`src/design/sickc_pkg.sv`:
```
package sickc_pkg;

    localparam logic [7:0] SICKC_CTRL_ADDR      = 8'h0d;
    localparam logic [7:0] SICKC_CTRL_RESET     = 8'h34;

    localparam int         SICKC_LOSS_CNT_LSB   = 5;
    localparam int         SICKC_ALL_TRIALS_BIT = 3;
    localparam int         SICKC_KILL_SEL_LSB   = 0;

    localparam int         SICKC_TABLE_DEPTH    = 8;
    localparam int         SICKC_STD_W          = 3;
    localparam int         SICKC_NUM_STD        = 8;

    localparam logic [3:0] SICKC_LOSS_FIELDS_00 = 4'h1;
    localparam logic [3:0] SICKC_LOSS_FIELDS_01 = 4'h3;
    localparam logic [3:0] SICKC_LOSS_FIELDS_10 = 4'h7;
    localparam logic [3:0] SICKC_LOSS_FIELDS_11 = 4'hf;

    localparam int         SICKC_BURST_THR_LSB  = 0;
    localparam int         SICKC_BURST_HYS_LSB  = 5;

    typedef enum logic [1:0] {
        SICKC_KILL_AUTO  = 2'h0,
        SICKC_KILL_NEVER = 2'h1,
        SICKC_KILL_ALWAYS= 2'h2,
        SICKC_KILL_BURST = 2'h3
    } sickc_kill_t;

    typedef enum logic [2:0] {
        SICKC_ST_SEARCH = 3'b001,
        SICKC_ST_DECIDE = 3'b010,
        SICKC_ST_TRACK  = 3'b100
    } sickc_state_t;

endpackage

```
`src/design/sickc_loss_counter.sv`:
```
`timescale 1ns/1ps
module sickc_loss_counter
    import sickc_pkg::*;
(
    input  wire logic       clk,
    input  wire logic       srst,
    input  wire logic       ce,
    input  wire logic       tracking,
    input  wire logic       field_strobe,
    input  wire logic       criteria_ok,
    input  wire logic [3:0] limit,
    output logic            lost_r
);

    logic [3:0] fail_cnt_r;

    // Counts successive failing fields; any good field restarts the run
    always_ff @(posedge clk)
    begin
        if (srst)
        begin
            fail_cnt_r <= 4'h0;
            lost_r     <= 1'b0;
        end
        else if (ce)
        begin
            lost_r <= 1'b0;
            if (!tracking)
            begin
                fail_cnt_r <= 4'h0;
            end
            else if (field_strobe)
            begin
                if (criteria_ok)
                begin
                    fail_cnt_r <= 4'h0;
                end
                else if (fail_cnt_r + 4'h1 >= limit)
                begin
                    fail_cnt_r <= 4'h0;
                    lost_r     <= 1'b1;
                end
                else
                begin
                    fail_cnt_r <= fail_cnt_r + 4'h1;
                end
            end
        end
    end

endmodule // sickc_loss_counter

```
`src/design/sickc_ctrl.sv`:
```
// Function
// - loss_field_count 00/01/10/11 selects 1/3/7/15 failing fields for loss.
// - While tracking, selected successive failing fields declare the standard lost.
// - Identification table holds eight entries; a standard may repeat.
// - Table entries 0 to tbl_last are each tried once before any decision.
// - With all_trials_required set, every trial of a standard must pass.
// - With all_trials_required clear, one passing trial identifies the standard.
// - color_kill_select: auto, never killed, always killed, auto with burst control.
// - Automatic mode kills colour until a standard is identified.
// - Burst mode kills below threshold, restores above threshold plus hysteresis.
`timescale 1ns/1ps
module sickc_ctrl
    import sickc_pkg::*;
(
    input  wire logic                   clk,
    input  wire logic                   srst,
    input  wire logic                   ce,
    input  wire logic                   reg_wr,
    input  wire logic                   reg_rd,
    input  wire logic [7:0]             reg_addr,
    input  wire logic [7:0]             reg_wdata,
    output logic      [7:0]             reg_rdata_r,
    input  wire logic                   tbl_wr,
    input  wire logic [2:0]             tbl_index,
    input  wire logic [SICKC_STD_W-1:0] tbl_std,
    input  wire logic [2:0]             tbl_last,
    input  wire logic                   trial_done,
    input  wire logic                   trial_ok,
    input  wire logic                   field_strobe,
    input  wire logic                   criteria_ok,
    input  wire logic                   burst_valid,
    input  wire logic [4:0]             burst_amp,
    input  wire logic [7:0]             burst_kill_level,
    output logic      [2:0]             trial_entry_r,
    output logic      [SICKC_STD_W-1:0] trial_std_r,
    output logic                        std_identified_r,
    output logic      [SICKC_STD_W-1:0] ident_std_r,
    output logic                        std_lost_r,
    output logic                        color_kill_r
);

    logic [7:0]             ctrl_r;
    logic [SICKC_STD_W-1:0] tbl_mem [SICKC_TABLE_DEPTH];
    sickc_state_t           state_r;
    logic [SICKC_NUM_STD-1:0] seen_r;
    logic [SICKC_NUM_STD-1:0] any_ok_r;
    logic [SICKC_NUM_STD-1:0] all_ok_r;
    logic [SICKC_NUM_STD-1:0] decided;
    logic                   found;
    logic [SICKC_STD_W-1:0] found_std;
    logic [3:0]             loss_limit;
    logic                   all_req;
    sickc_kill_t            kill_sel;
    logic                   burst_kill_r;
    logic                   lost;
    logic                   clear_acc;
    logic [5:0]             restore_lvl;

    assign all_req  = ctrl_r[SICKC_ALL_TRIALS_BIT];
    assign kill_sel = sickc_kill_t'(ctrl_r[SICKC_KILL_SEL_LSB +: 2]);

    // All bits are stored as written; reserved-bit values are software's duty
    always_ff @(posedge clk)
    begin
        if (srst)
        begin
            ctrl_r <= SICKC_CTRL_RESET;
        end
        else if (ce && reg_wr && reg_addr == SICKC_CTRL_ADDR)
        begin
            ctrl_r <= reg_wdata;
        end
    end

    always_ff @(posedge clk)
    begin
        if (srst)
        begin
            reg_rdata_r <= 8'h00;
        end
        else if (ce && reg_rd)
        begin
            reg_rdata_r <= (reg_addr == SICKC_CTRL_ADDR) ? ctrl_r : 8'h00;
        end
    end

    // Table has no reset; entries are loaded by software before use
    always_ff @(posedge clk)
    begin
        if (ce && tbl_wr)
        begin
            tbl_mem[tbl_index] <= tbl_std;
        end
    end

    always_comb
    begin
        case (ctrl_r[SICKC_LOSS_CNT_LSB +: 2])
            2'h0:    loss_limit = SICKC_LOSS_FIELDS_00;
            2'h1:    loss_limit = SICKC_LOSS_FIELDS_01;
            2'h2:    loss_limit = SICKC_LOSS_FIELDS_10;
            default: loss_limit = SICKC_LOSS_FIELDS_11;
        endcase
    end

    assign clear_acc = (state_r == SICKC_ST_DECIDE) ||
                       (state_r == SICKC_ST_TRACK && lost);

    // Per-standard trial bookkeeping over one full table pass
    genvar s;
    generate
        for (s = 0; s < SICKC_NUM_STD; s++)
        begin : g_std
            logic hit;
            assign hit = (state_r == SICKC_ST_SEARCH) && trial_done &&
                         (trial_std_r == SICKC_STD_W'(s));
            always_ff @(posedge clk)
            begin
                if (srst)
                begin
                    seen_r[s]   <= 1'b0;
                    any_ok_r[s] <= 1'b0;
                    all_ok_r[s] <= 1'b1;
                end
                else if (ce)
                begin
                    if (clear_acc)
                    begin
                        seen_r[s]   <= 1'b0;
                        any_ok_r[s] <= 1'b0;
                        all_ok_r[s] <= 1'b1;
                    end
                    else if (hit)
                    begin
                        seen_r[s]   <= 1'b1;
                        any_ok_r[s] <= any_ok_r[s] | trial_ok;
                        all_ok_r[s] <= all_ok_r[s] & trial_ok;
                    end
                end
            end
            assign decided[s] = seen_r[s] & (all_req ? all_ok_r[s] : any_ok_r[s]);
        end
    endgenerate

    // Lowest standard code wins when several pass in one pass of the table
    always_comb
    begin
        found     = 1'b0;
        found_std = '0;
        for (int i = SICKC_NUM_STD - 1; i >= 0; i--)
        begin
            if (decided[i])
            begin
                found     = 1'b1;
                found_std = SICKC_STD_W'(i);
            end
        end
    end

    always_ff @(posedge clk)
    begin
        if (srst)
        begin
            state_r          <= SICKC_ST_SEARCH;
            trial_entry_r    <= 3'h0;
            std_identified_r <= 1'b0;
            ident_std_r      <= '0;
        end
        else if (ce)
        begin
            case (state_r)
                SICKC_ST_SEARCH:
                begin
                    if (trial_done)
                    begin
                        if (trial_entry_r == tbl_last)
                        begin
                            state_r       <= SICKC_ST_DECIDE;
                            trial_entry_r <= 3'h0;
                        end
                        else
                        begin
                            trial_entry_r <= trial_entry_r + 3'h1;
                        end
                    end
                end
                SICKC_ST_DECIDE:
                begin
                    if (found)
                    begin
                        state_r          <= SICKC_ST_TRACK;
                        std_identified_r <= 1'b1;
                        ident_std_r      <= found_std;
                    end
                    else
                    begin
                        state_r <= SICKC_ST_SEARCH;
                    end
                end
                SICKC_ST_TRACK:
                begin
                    if (lost)
                    begin
                        state_r          <= SICKC_ST_SEARCH;
                        std_identified_r <= 1'b0;
                    end
                end
                default:
                begin
                    state_r          <= SICKC_ST_SEARCH;
                    trial_entry_r    <= 3'h0;
                    std_identified_r <= 1'b0;
                end
            endcase
        end
    end

    // Registered so the standard on trial tracks the entry pointer
    always_ff @(posedge clk)
    begin
        if (srst)
        begin
            trial_std_r <= '0;
        end
        else if (ce)
        begin
            trial_std_r <= tbl_mem[(state_r == SICKC_ST_SEARCH && trial_done &&
                                    trial_entry_r != tbl_last) ?
                                   trial_entry_r + 3'h1 :
                                   (state_r == SICKC_ST_SEARCH ? trial_entry_r : 3'h0)];
        end
    end

    sickc_loss_counter u_loss (
        .clk          (clk),
        .srst         (srst),
        .ce           (ce),
        .tracking     (state_r == SICKC_ST_TRACK),
        .field_strobe (field_strobe),
        .criteria_ok  (criteria_ok),
        .limit        (loss_limit),
        .lost_r       (lost)
    );

    assign std_lost_r = lost;

    assign restore_lvl = {1'b0, burst_kill_level[SICKC_BURST_THR_LSB +: 5]} +
                         {3'h0, burst_kill_level[SICKC_BURST_HYS_LSB +: 3]};

    // Hysteresis keeps a marginal burst from toggling colour every line
    always_ff @(posedge clk)
    begin
        if (srst)
        begin
            burst_kill_r <= 1'b1;
        end
        else if (ce && burst_valid)
        begin
            if (burst_amp < burst_kill_level[SICKC_BURST_THR_LSB +: 5])
            begin
                burst_kill_r <= 1'b1;
            end
            else if (burst_kill_r && {1'b0, burst_amp} > restore_lvl)
            begin
                burst_kill_r <= 1'b0;
            end
        end
    end

    always_ff @(posedge clk)
    begin
        if (srst)
        begin
            color_kill_r <= 1'b1;
        end
        else if (ce)
        begin
            case (kill_sel)
                SICKC_KILL_AUTO:   color_kill_r <= ~std_identified_r;
                SICKC_KILL_NEVER:  color_kill_r <= 1'b0;
                SICKC_KILL_ALWAYS: color_kill_r <= 1'b1;
                SICKC_KILL_BURST:  color_kill_r <= ~std_identified_r | burst_kill_r;
                default:           color_kill_r <= 1'b1;
            endcase
        end
    end

endmodule // sickc_ctrl

```
`config.mk`:
```
export PLATFORM = sky130hd
export DESIGN_NAME = sickc_ctrl
export DESIGN_NICKNAME = d
export VERILOG_FILES = /design/src/design/sickc_pkg.sv /design/src/design/sickc_loss_counter.sv /design/src/design/sickc_ctrl.sv
export SDC_FILE = /design/constraint.sdc
export NUM_CORES = 1
export LEC_CHECK = 0
export ABC_AREA = 1
export BUFFER_PORTS_ARGS = -buffer_cell sky130_fd_sc_hd__buf_4
export CAP_MARGIN = 20
export CORE_ASPECT_RATIO = 0.6
export CORE_MARGIN = 1.5
export CORE_UTILIZATION = 45
export DETAILED_ROUTE_END_ITERATION = 8
export GPL_TIMING_DRIVEN = 0
export HOLD_SLACK_MARGIN = 0.05
export PLACE_DENSITY = 0.66
export SLEW_MARGIN = 15
export SYNTH_ARGS = -nofsm -noshare
export SYNTH_HDL_FRONTEND = slang
export SYNTH_SLANG_ARGS = --single-unit
```
`constraint.sdc`:
```
create_clock -name clk -period 3.31 [get_ports clk]
set_input_delay 0.331 -clock clk [delete_from_list [all_inputs] [get_ports clk]]
set_output_delay 0.331 -clock clk [all_outputs]
set_load 0.01 [all_outputs]
```
; After elaboration in Yosys (flattened, before gate mapping)
; Memories as Yosys holds them, arrays and structs flattened. A register that Yosys moved wholly into a read port is not among the register bits.
; Cells that the tools add are included.
[word_totals]
register_bits = 57
ramBits = 24
inputBits = 49
elab_cells = 237
n_memories = 1
[mem_list]
columns = name, words, word_bits, rd, rd_clocked_by_memory_dff, write_ports, line_no
row1 = tbl_mem, 8, 3, 1, 1, 1, sickc_ctrl.sv:43  ; logic [SICKC_STD_W-1:0] tbl_mem [SICKC_TABLE_DEPTH];
[classes]
n_addsub = 3
magnitude_cmp = 3
eq_ne = 23
muxes = 100
bitwise = 28
reduce_logical = 45
[ops]
columns = cell, n
row1 = two-way mux 1 bit, 74
row2 = two-way mux 3 bit, 16
row3 = AND reduction 2 bit, 10
row4 = nonzero test 2 bit, 9
row5 = logical AND 1 bit, 17
row6 = AND 1 bit, 16
row7 = two-way mux 4 bit, 4
row8 = == test 3 bit (second input constant), 5
row9 = one-hot mux 4 bit (3 select lines), 1
row10 = == test 3 x 2 -> 1 bit (second input constant), 3
row11 = bitwise OR 1 bit, 9
row12 = one-hot mux 3 bit (3 select lines), 1
row13 = == test 8 x 4 -> 1 bit (second input constant), 1
row14 = two-way mux 8 bit, 1
row15 = inequality test 2 bit (second input constant), 4
row16 = AND reduction 4 bit, 2
row17 = adder 5 x 3 -> 6 bit, 1
row18 = == test 2 bit (second input constant), 3
row19 = == test 3 x 1 -> 1 bit (second input constant), 2
row20 = > comparator 5 x 6 -> 1 bit, 1
row21 = one-hot mux 3 bit (2 select lines), 1
row22 = AND reduction 3 bit, 2
row23 = less-than comparator 5 bit, 1
row24 = adder 4 x 1 -> 4 bit (second input constant), 1
row25 = 13 further kinds, 17

; Logic depth before layout (Yosys ltp)
[logic_depth]
word_depth = 12
ltp_mapped = 13
ltp_nobuf = 12

; Modules after synthesis
; From an unflattened synthesis, not the netlist that was laid out.
[hier_totals]
cells_unflattened = 581
hier_area_um2 = 4588.2
[modules_own_cells]
columns = mod, instances, cells_per_inst, area_each_um2, seq_area_each_um2
row1 = sickc_ctrl, 1, 513, 4126.5, 1821.7
row2 = sickc_loss_counter, 1, 68, 461.7, 100.1

; Worst setup path after synthesis
; OpenSTA, ideal clock, no wires.
[synth_path]
path_type = input -> register
from = input port burst_kill_level[0]
to = register burst_kill_r
setup_time_ns = 0.149
arrival_ns = 1.951
path_slack_ns = 1.211
stages = 10
path_cell_list = ha_1 -> inv_1 -> fa_1 -> o21ai_0 -> xor2_1 -> ha_1 -> nand3_1 -> o21bai_1 -> o31ai_1 -> o311ai_0
[synth_between]
elab_chain_cells = 5
elab_cells_between_ends = 7
classes_between = 1 x add/sub / 2 x order compare / 1 x mux / 3 x reduce/logical
[synth_lines]
columns = item, line_no
row1 = from (decl), sickc_ctrl.sv:33  ; input wire logic [7:0] burst_kill_level,
row2 = adder 5 x 3 -> 6 bit, sickc_ctrl.sv:247  ; assign restore_lvl = {1'b0, burst_kill_level[SICKC_BURST_THR_LSB +: 5]} +
row3 = > comparator 5 x 6 -> 1 bit, sickc_ctrl.sv:263  ; else if (burst_kill_r && {1'b0, burst_amp} > restore_lvl)
row4 = logical AND 1 bit, sickc_ctrl.sv:263
row5 = nonzero test 2 bit (no source line), n/a
row6 = AND reduction 2 bit (no source line), n/a
row7 = to (signal assigned), sickc_ctrl.sv:255  ; burst_kill_r <= 1'b1;
row8 = to (signal assigned), sickc_ctrl.sv:261  ; burst_kill_r <= 1'b1;
row9 = to (signal assigned), sickc_ctrl.sv:265  ; burst_kill_r <= 1'b0;
row10 = to (decl), sickc_ctrl.sv:54  ; logic burst_kill_r;
; Several ways; a longest one is shown, not always the timed one.
; A chain may end at the register's enable or synchronous reset.

; Worst setup path in the final report
; Ends and elaborated chain as after synthesis.

==> summary.txt <==
Critical path
  • Worst r2r dst: ident_std_r[0]$_SDFFE_PP0P_
  • Startpoint types: primary input
  • Worst Path Required: 3.49 ns
  • Reg2reg path depth: 10
  • Critical path type: in -> reg
  • CP Capture Type: register
  • Reg2reg start: ctrl_r[3]$_SDFFE_PP0P_
  • Max Fanout on Critical Path: 2
  • Worst EP arrival: 2.26 ns
  • Register-to-register setup slack: 1.25 ns

Power
  • Power Dens Cells: 493.1 mW/mm²
  • Maximum VDD drop: 280.5 µV
  • Power, Total: 2.512 mW
  • P_leak: 2.281 nW

Place
  • GP Congestion: 0.8360
  • Port bufs: 67
  • Placed Cells: 706
  • DP Wirelength: 8.254 mm

Synthesis
  • Post-Syn Area: 0.004158 mm²
  • Post-synth EDFFs: 24
  • Ranking of synthesized cells by area: dfxtp_1 (29%), edfxtp_1 (17%), nand2_1 (9.4%)
  • Distinct cells, synth: 42
  • FFs w/ async S/R, synth: 0%
  • Avg Cell Area, Syn: 7.889 µm²
  • Sequential cell area fraction in the yosys report: 46.22%
  • Synthesis Warnings: 0
  • Synth Flop Type: dfxtp_1
  • Synthesized netlist cell count: 527
  • Yosys top cell area share: 28.89%
  • Synthesized Nets: 593
  • Synth area leader: dfxtp_1
  • Number of synthesized register bits: 84

Global route
  • GRT Util Overall: 23.21%
  • Vias in the first global route: 3565
  • Initial antenna violation count: 0
  • Largest net degree at the start of global routing: 16
  • Grt total ovfl: 0
  • Global-route wire length before repair: 17.71 mm

Cells and area
  • Area delta synth->final: 22.54%
  • Cell Count, Final, Fillers Out: 722
  • Final Util: 58.22%
  • Antenna Cells: 0
  • Layout Nets: 671
  • # fillers: 795
  • Layout cell share with drive strength beyond 1: 17.70%

CTS
  • Post-CTS setup buffers: 0
  • Clk Tree Root Cell: clkbuf_16
  • CTS tree: yes
  • CTS Buffer Depth: 2
  • Clock slew at the register clock pins of the worst setup and hold paths: 0.07 ns
  • H-tree depth: 3
  • Clk_lat worst skew: 0.34 ns
  • Cts hold-fix bufs: 0
  • Sink Count: 84
  • PostCTS Resize Cnt: 0
  • Inserted Clock Buffers: 9

Worst hold path
  • Hold WC Path Type: in -> reg
  • Worst Hold Path EP: ctrl_r[2]$_SDFFE_PP1P_
  • Worst Hold Launch: reg_wdata[2]
  • Worst Hold Depth: 3

Timing
  • Worst Tran Pin Value: 0.6262 ns
  • RSZ-0062 raised after global routing: no
  • Max Transition Viols Final: 0
  • Slew HR: 58.25%
  • TNS Setup: 0 ns
  • Setup Skew: 0.006423 ns
  • Fmax: 0.4813 GHz
  • Hold Vio Cnt, Final: 0
  • Period utilisation layout: 62.77%
  • Final Setup Violations: 0
  • Final Critical Period: 2.078 ns
  • Hold slack: 0.1767 ns

Routing
  • DR iter-0 viols: 355
  • Vias: 3852
  • DRC viols: 0
  • Vias/cell: 5.335
  • Wirelength per Cell: 15.11 µm
  • Routed Antenna Nets: 0
  • Pre-antenna DRT Iters: 4
  • Total length of routed wires: 10.91 mm

Floorplanning
  • Die area: 0.009844 mm²
  • Cell row count: 26
  • Die X: 127.1 µm
  • Starting Density: 47.51%
  • # IOs: 69
  • Core ar.: 0.008751 mm²
  • Die H: 77.46 µm

Flow run
  • Max-cap violations: 0

Outcome
  • Status: complete, no violations
==> how the worst max path moves through the flow <==
stage,startpoint,endpoint,slack (ns),cells past startpoint
finish,burst_kill_level[0],burst_kill_r$_SDFFE_PP1P_,1.23,11
global route,burst_kill_level[0],burst_kill_r$_SDFFE_PP1P_,1.04,11
CTS,burst_kill_level[0],burst_kill_r$_SDFFE_PP1P_,1.23,11
detailed placement,burst_kill_level[0],burst_kill_r$_SDFFE_PP1P_,0.88,11
global placement,burst_kill_level[0],burst_kill_r$_SDFFE_PP1P_,0.93,11
floorplan,burst_kill_level[0],burst_kill_r$_SDFFE_PP1P_,1.21,10
==> flip-flops by register name (all words and copies together), names as in the netlist, 4 cells and up <==
register / cells
u_loss.fail_cnt_r: 4
tbl_mem: 24
seen_r: 8
all_ok_r: 8
reg_rdata_r: 8
ctrl_r: 8
any_ok_r: 8
==> worst max-delay path, stage by stage <==
cell      delay [ns]
buf_4           0.09
ha_1            0.17
inv_1           0.06
fa_1            0.40
o21ai_0         0.21
xor2_1          0.17
ha_1            0.26
nand3_1         0.08
o21bai_1        0.06
o31ai_1         0.25
o311ai_0        0.18
==> metrics by stage <==
stage | area [µm²] | setup slack, ns
after floorplan | 4158 | 1.211
after global placement | 4801 | 0.9338
after detailed placement | 4801 | 0.8797
after CTS | 5095 | 1.233
after global routing | 5095 | 1.045
final | 5095 | 1.232
==> area by class of cell <==
cell class | count | area [µm²] | area share, %
inverter | 72 | 270.3 | 5.305
buffer | 16 | 73.82 | 1.449
timing repair buffer | 67 | 503.0 | 9.872
clock buffer | 11 | 254.0 | 4.985
clock inverter | 5 | 40.04 | 0.7859
tap | 112 | 140.1 | 2.750
multi-input combinational | 355 | 1892 | 37.13
sequential | 84 | 1922 | 37.72
==> power breakdown <==
group | internal (mW) | leakage (nW) | switching, mW | total, mW
combinational | 0.160 | 1.43 | 0.248 | 0.408
clock | 0.561 | 0.142 | 0.429 | 0.990
sequential | 1.09 | 0.704 | 0.0264 | 1.11
==> layer usage <==
| metal | global-route usage [%] | vias up | share of wire [%] |
|---|---|---|---|
| met2 | 33.10 | 135 | 41 |
| met3 | 6.276 | 8 | 7.6 |
| li1 | - | 1930 | - |
| met4 | 4.545 | 0 | 0.73 |
| met1 | 34.98 | 1779 | 50 |
| met5 | 0 | - | 0 |
==> cells by family (layout without fill, tap and decap cells) <==
family	count (synthesis)	in the layout	share of synthesized area (%)
AND/OR/NAND/NOR	220	220	23.53
AO/OA/AOI/OAI	112	112	15.41
buffers and inverters	88	171	8.276
flip-flops	84	84	46.22
adder cells (fa/ha/maj)	17	17	5.296
XOR/XNOR	6	6	1.264
==> cells in the final DEF (no fill, tap or decap), types with 2 or more instances in the layout <==
cell type  count
o211ai_1       4
nand3b_1       2
nand3_2        2
o21bai_1       3
inv_6          2
a21oi_1       47
buf_4         69
nand4_1        5
nor3_1         5
nand3_1       55
clkinv_1       2
dfxtp_1       60
buf_1          2
nor2_1        38
clkbuf_1       8
xnor2_1        2
a211oi_1       8
nand2_2        3
xor2_1         4
o21a_1         2
nor2_2         2
inv_2          8
o21ai_0       24
nand2_1      104
inv_1         62
o31ai_1        4
buf_2          5
clkbuf_16     10
o21ai_1       11
a22oi_1        2
ha_1          16
edfxtp_1      24
==> synth_stat cells (3+ instances only) <==
library cell and instances:
buf_2 5, nand3_1 55, nor2_1 38, o21ai_0 24, o31ai_1 4, nand4_1 5
ha_1 16, inv_1 62, o211ai_1 4, a211oi_1 8, nand2_2 3, inv_2 8
o21ai_1 11, nor3_1 5, xor2_1 4, dfxtp_1 60, clkbuf_1 7, a21oi_1 47
o21bai_1 3, edfxtp_1 24, nand2_1 104
No activity file was read; power rests on OpenSTA's default activity.
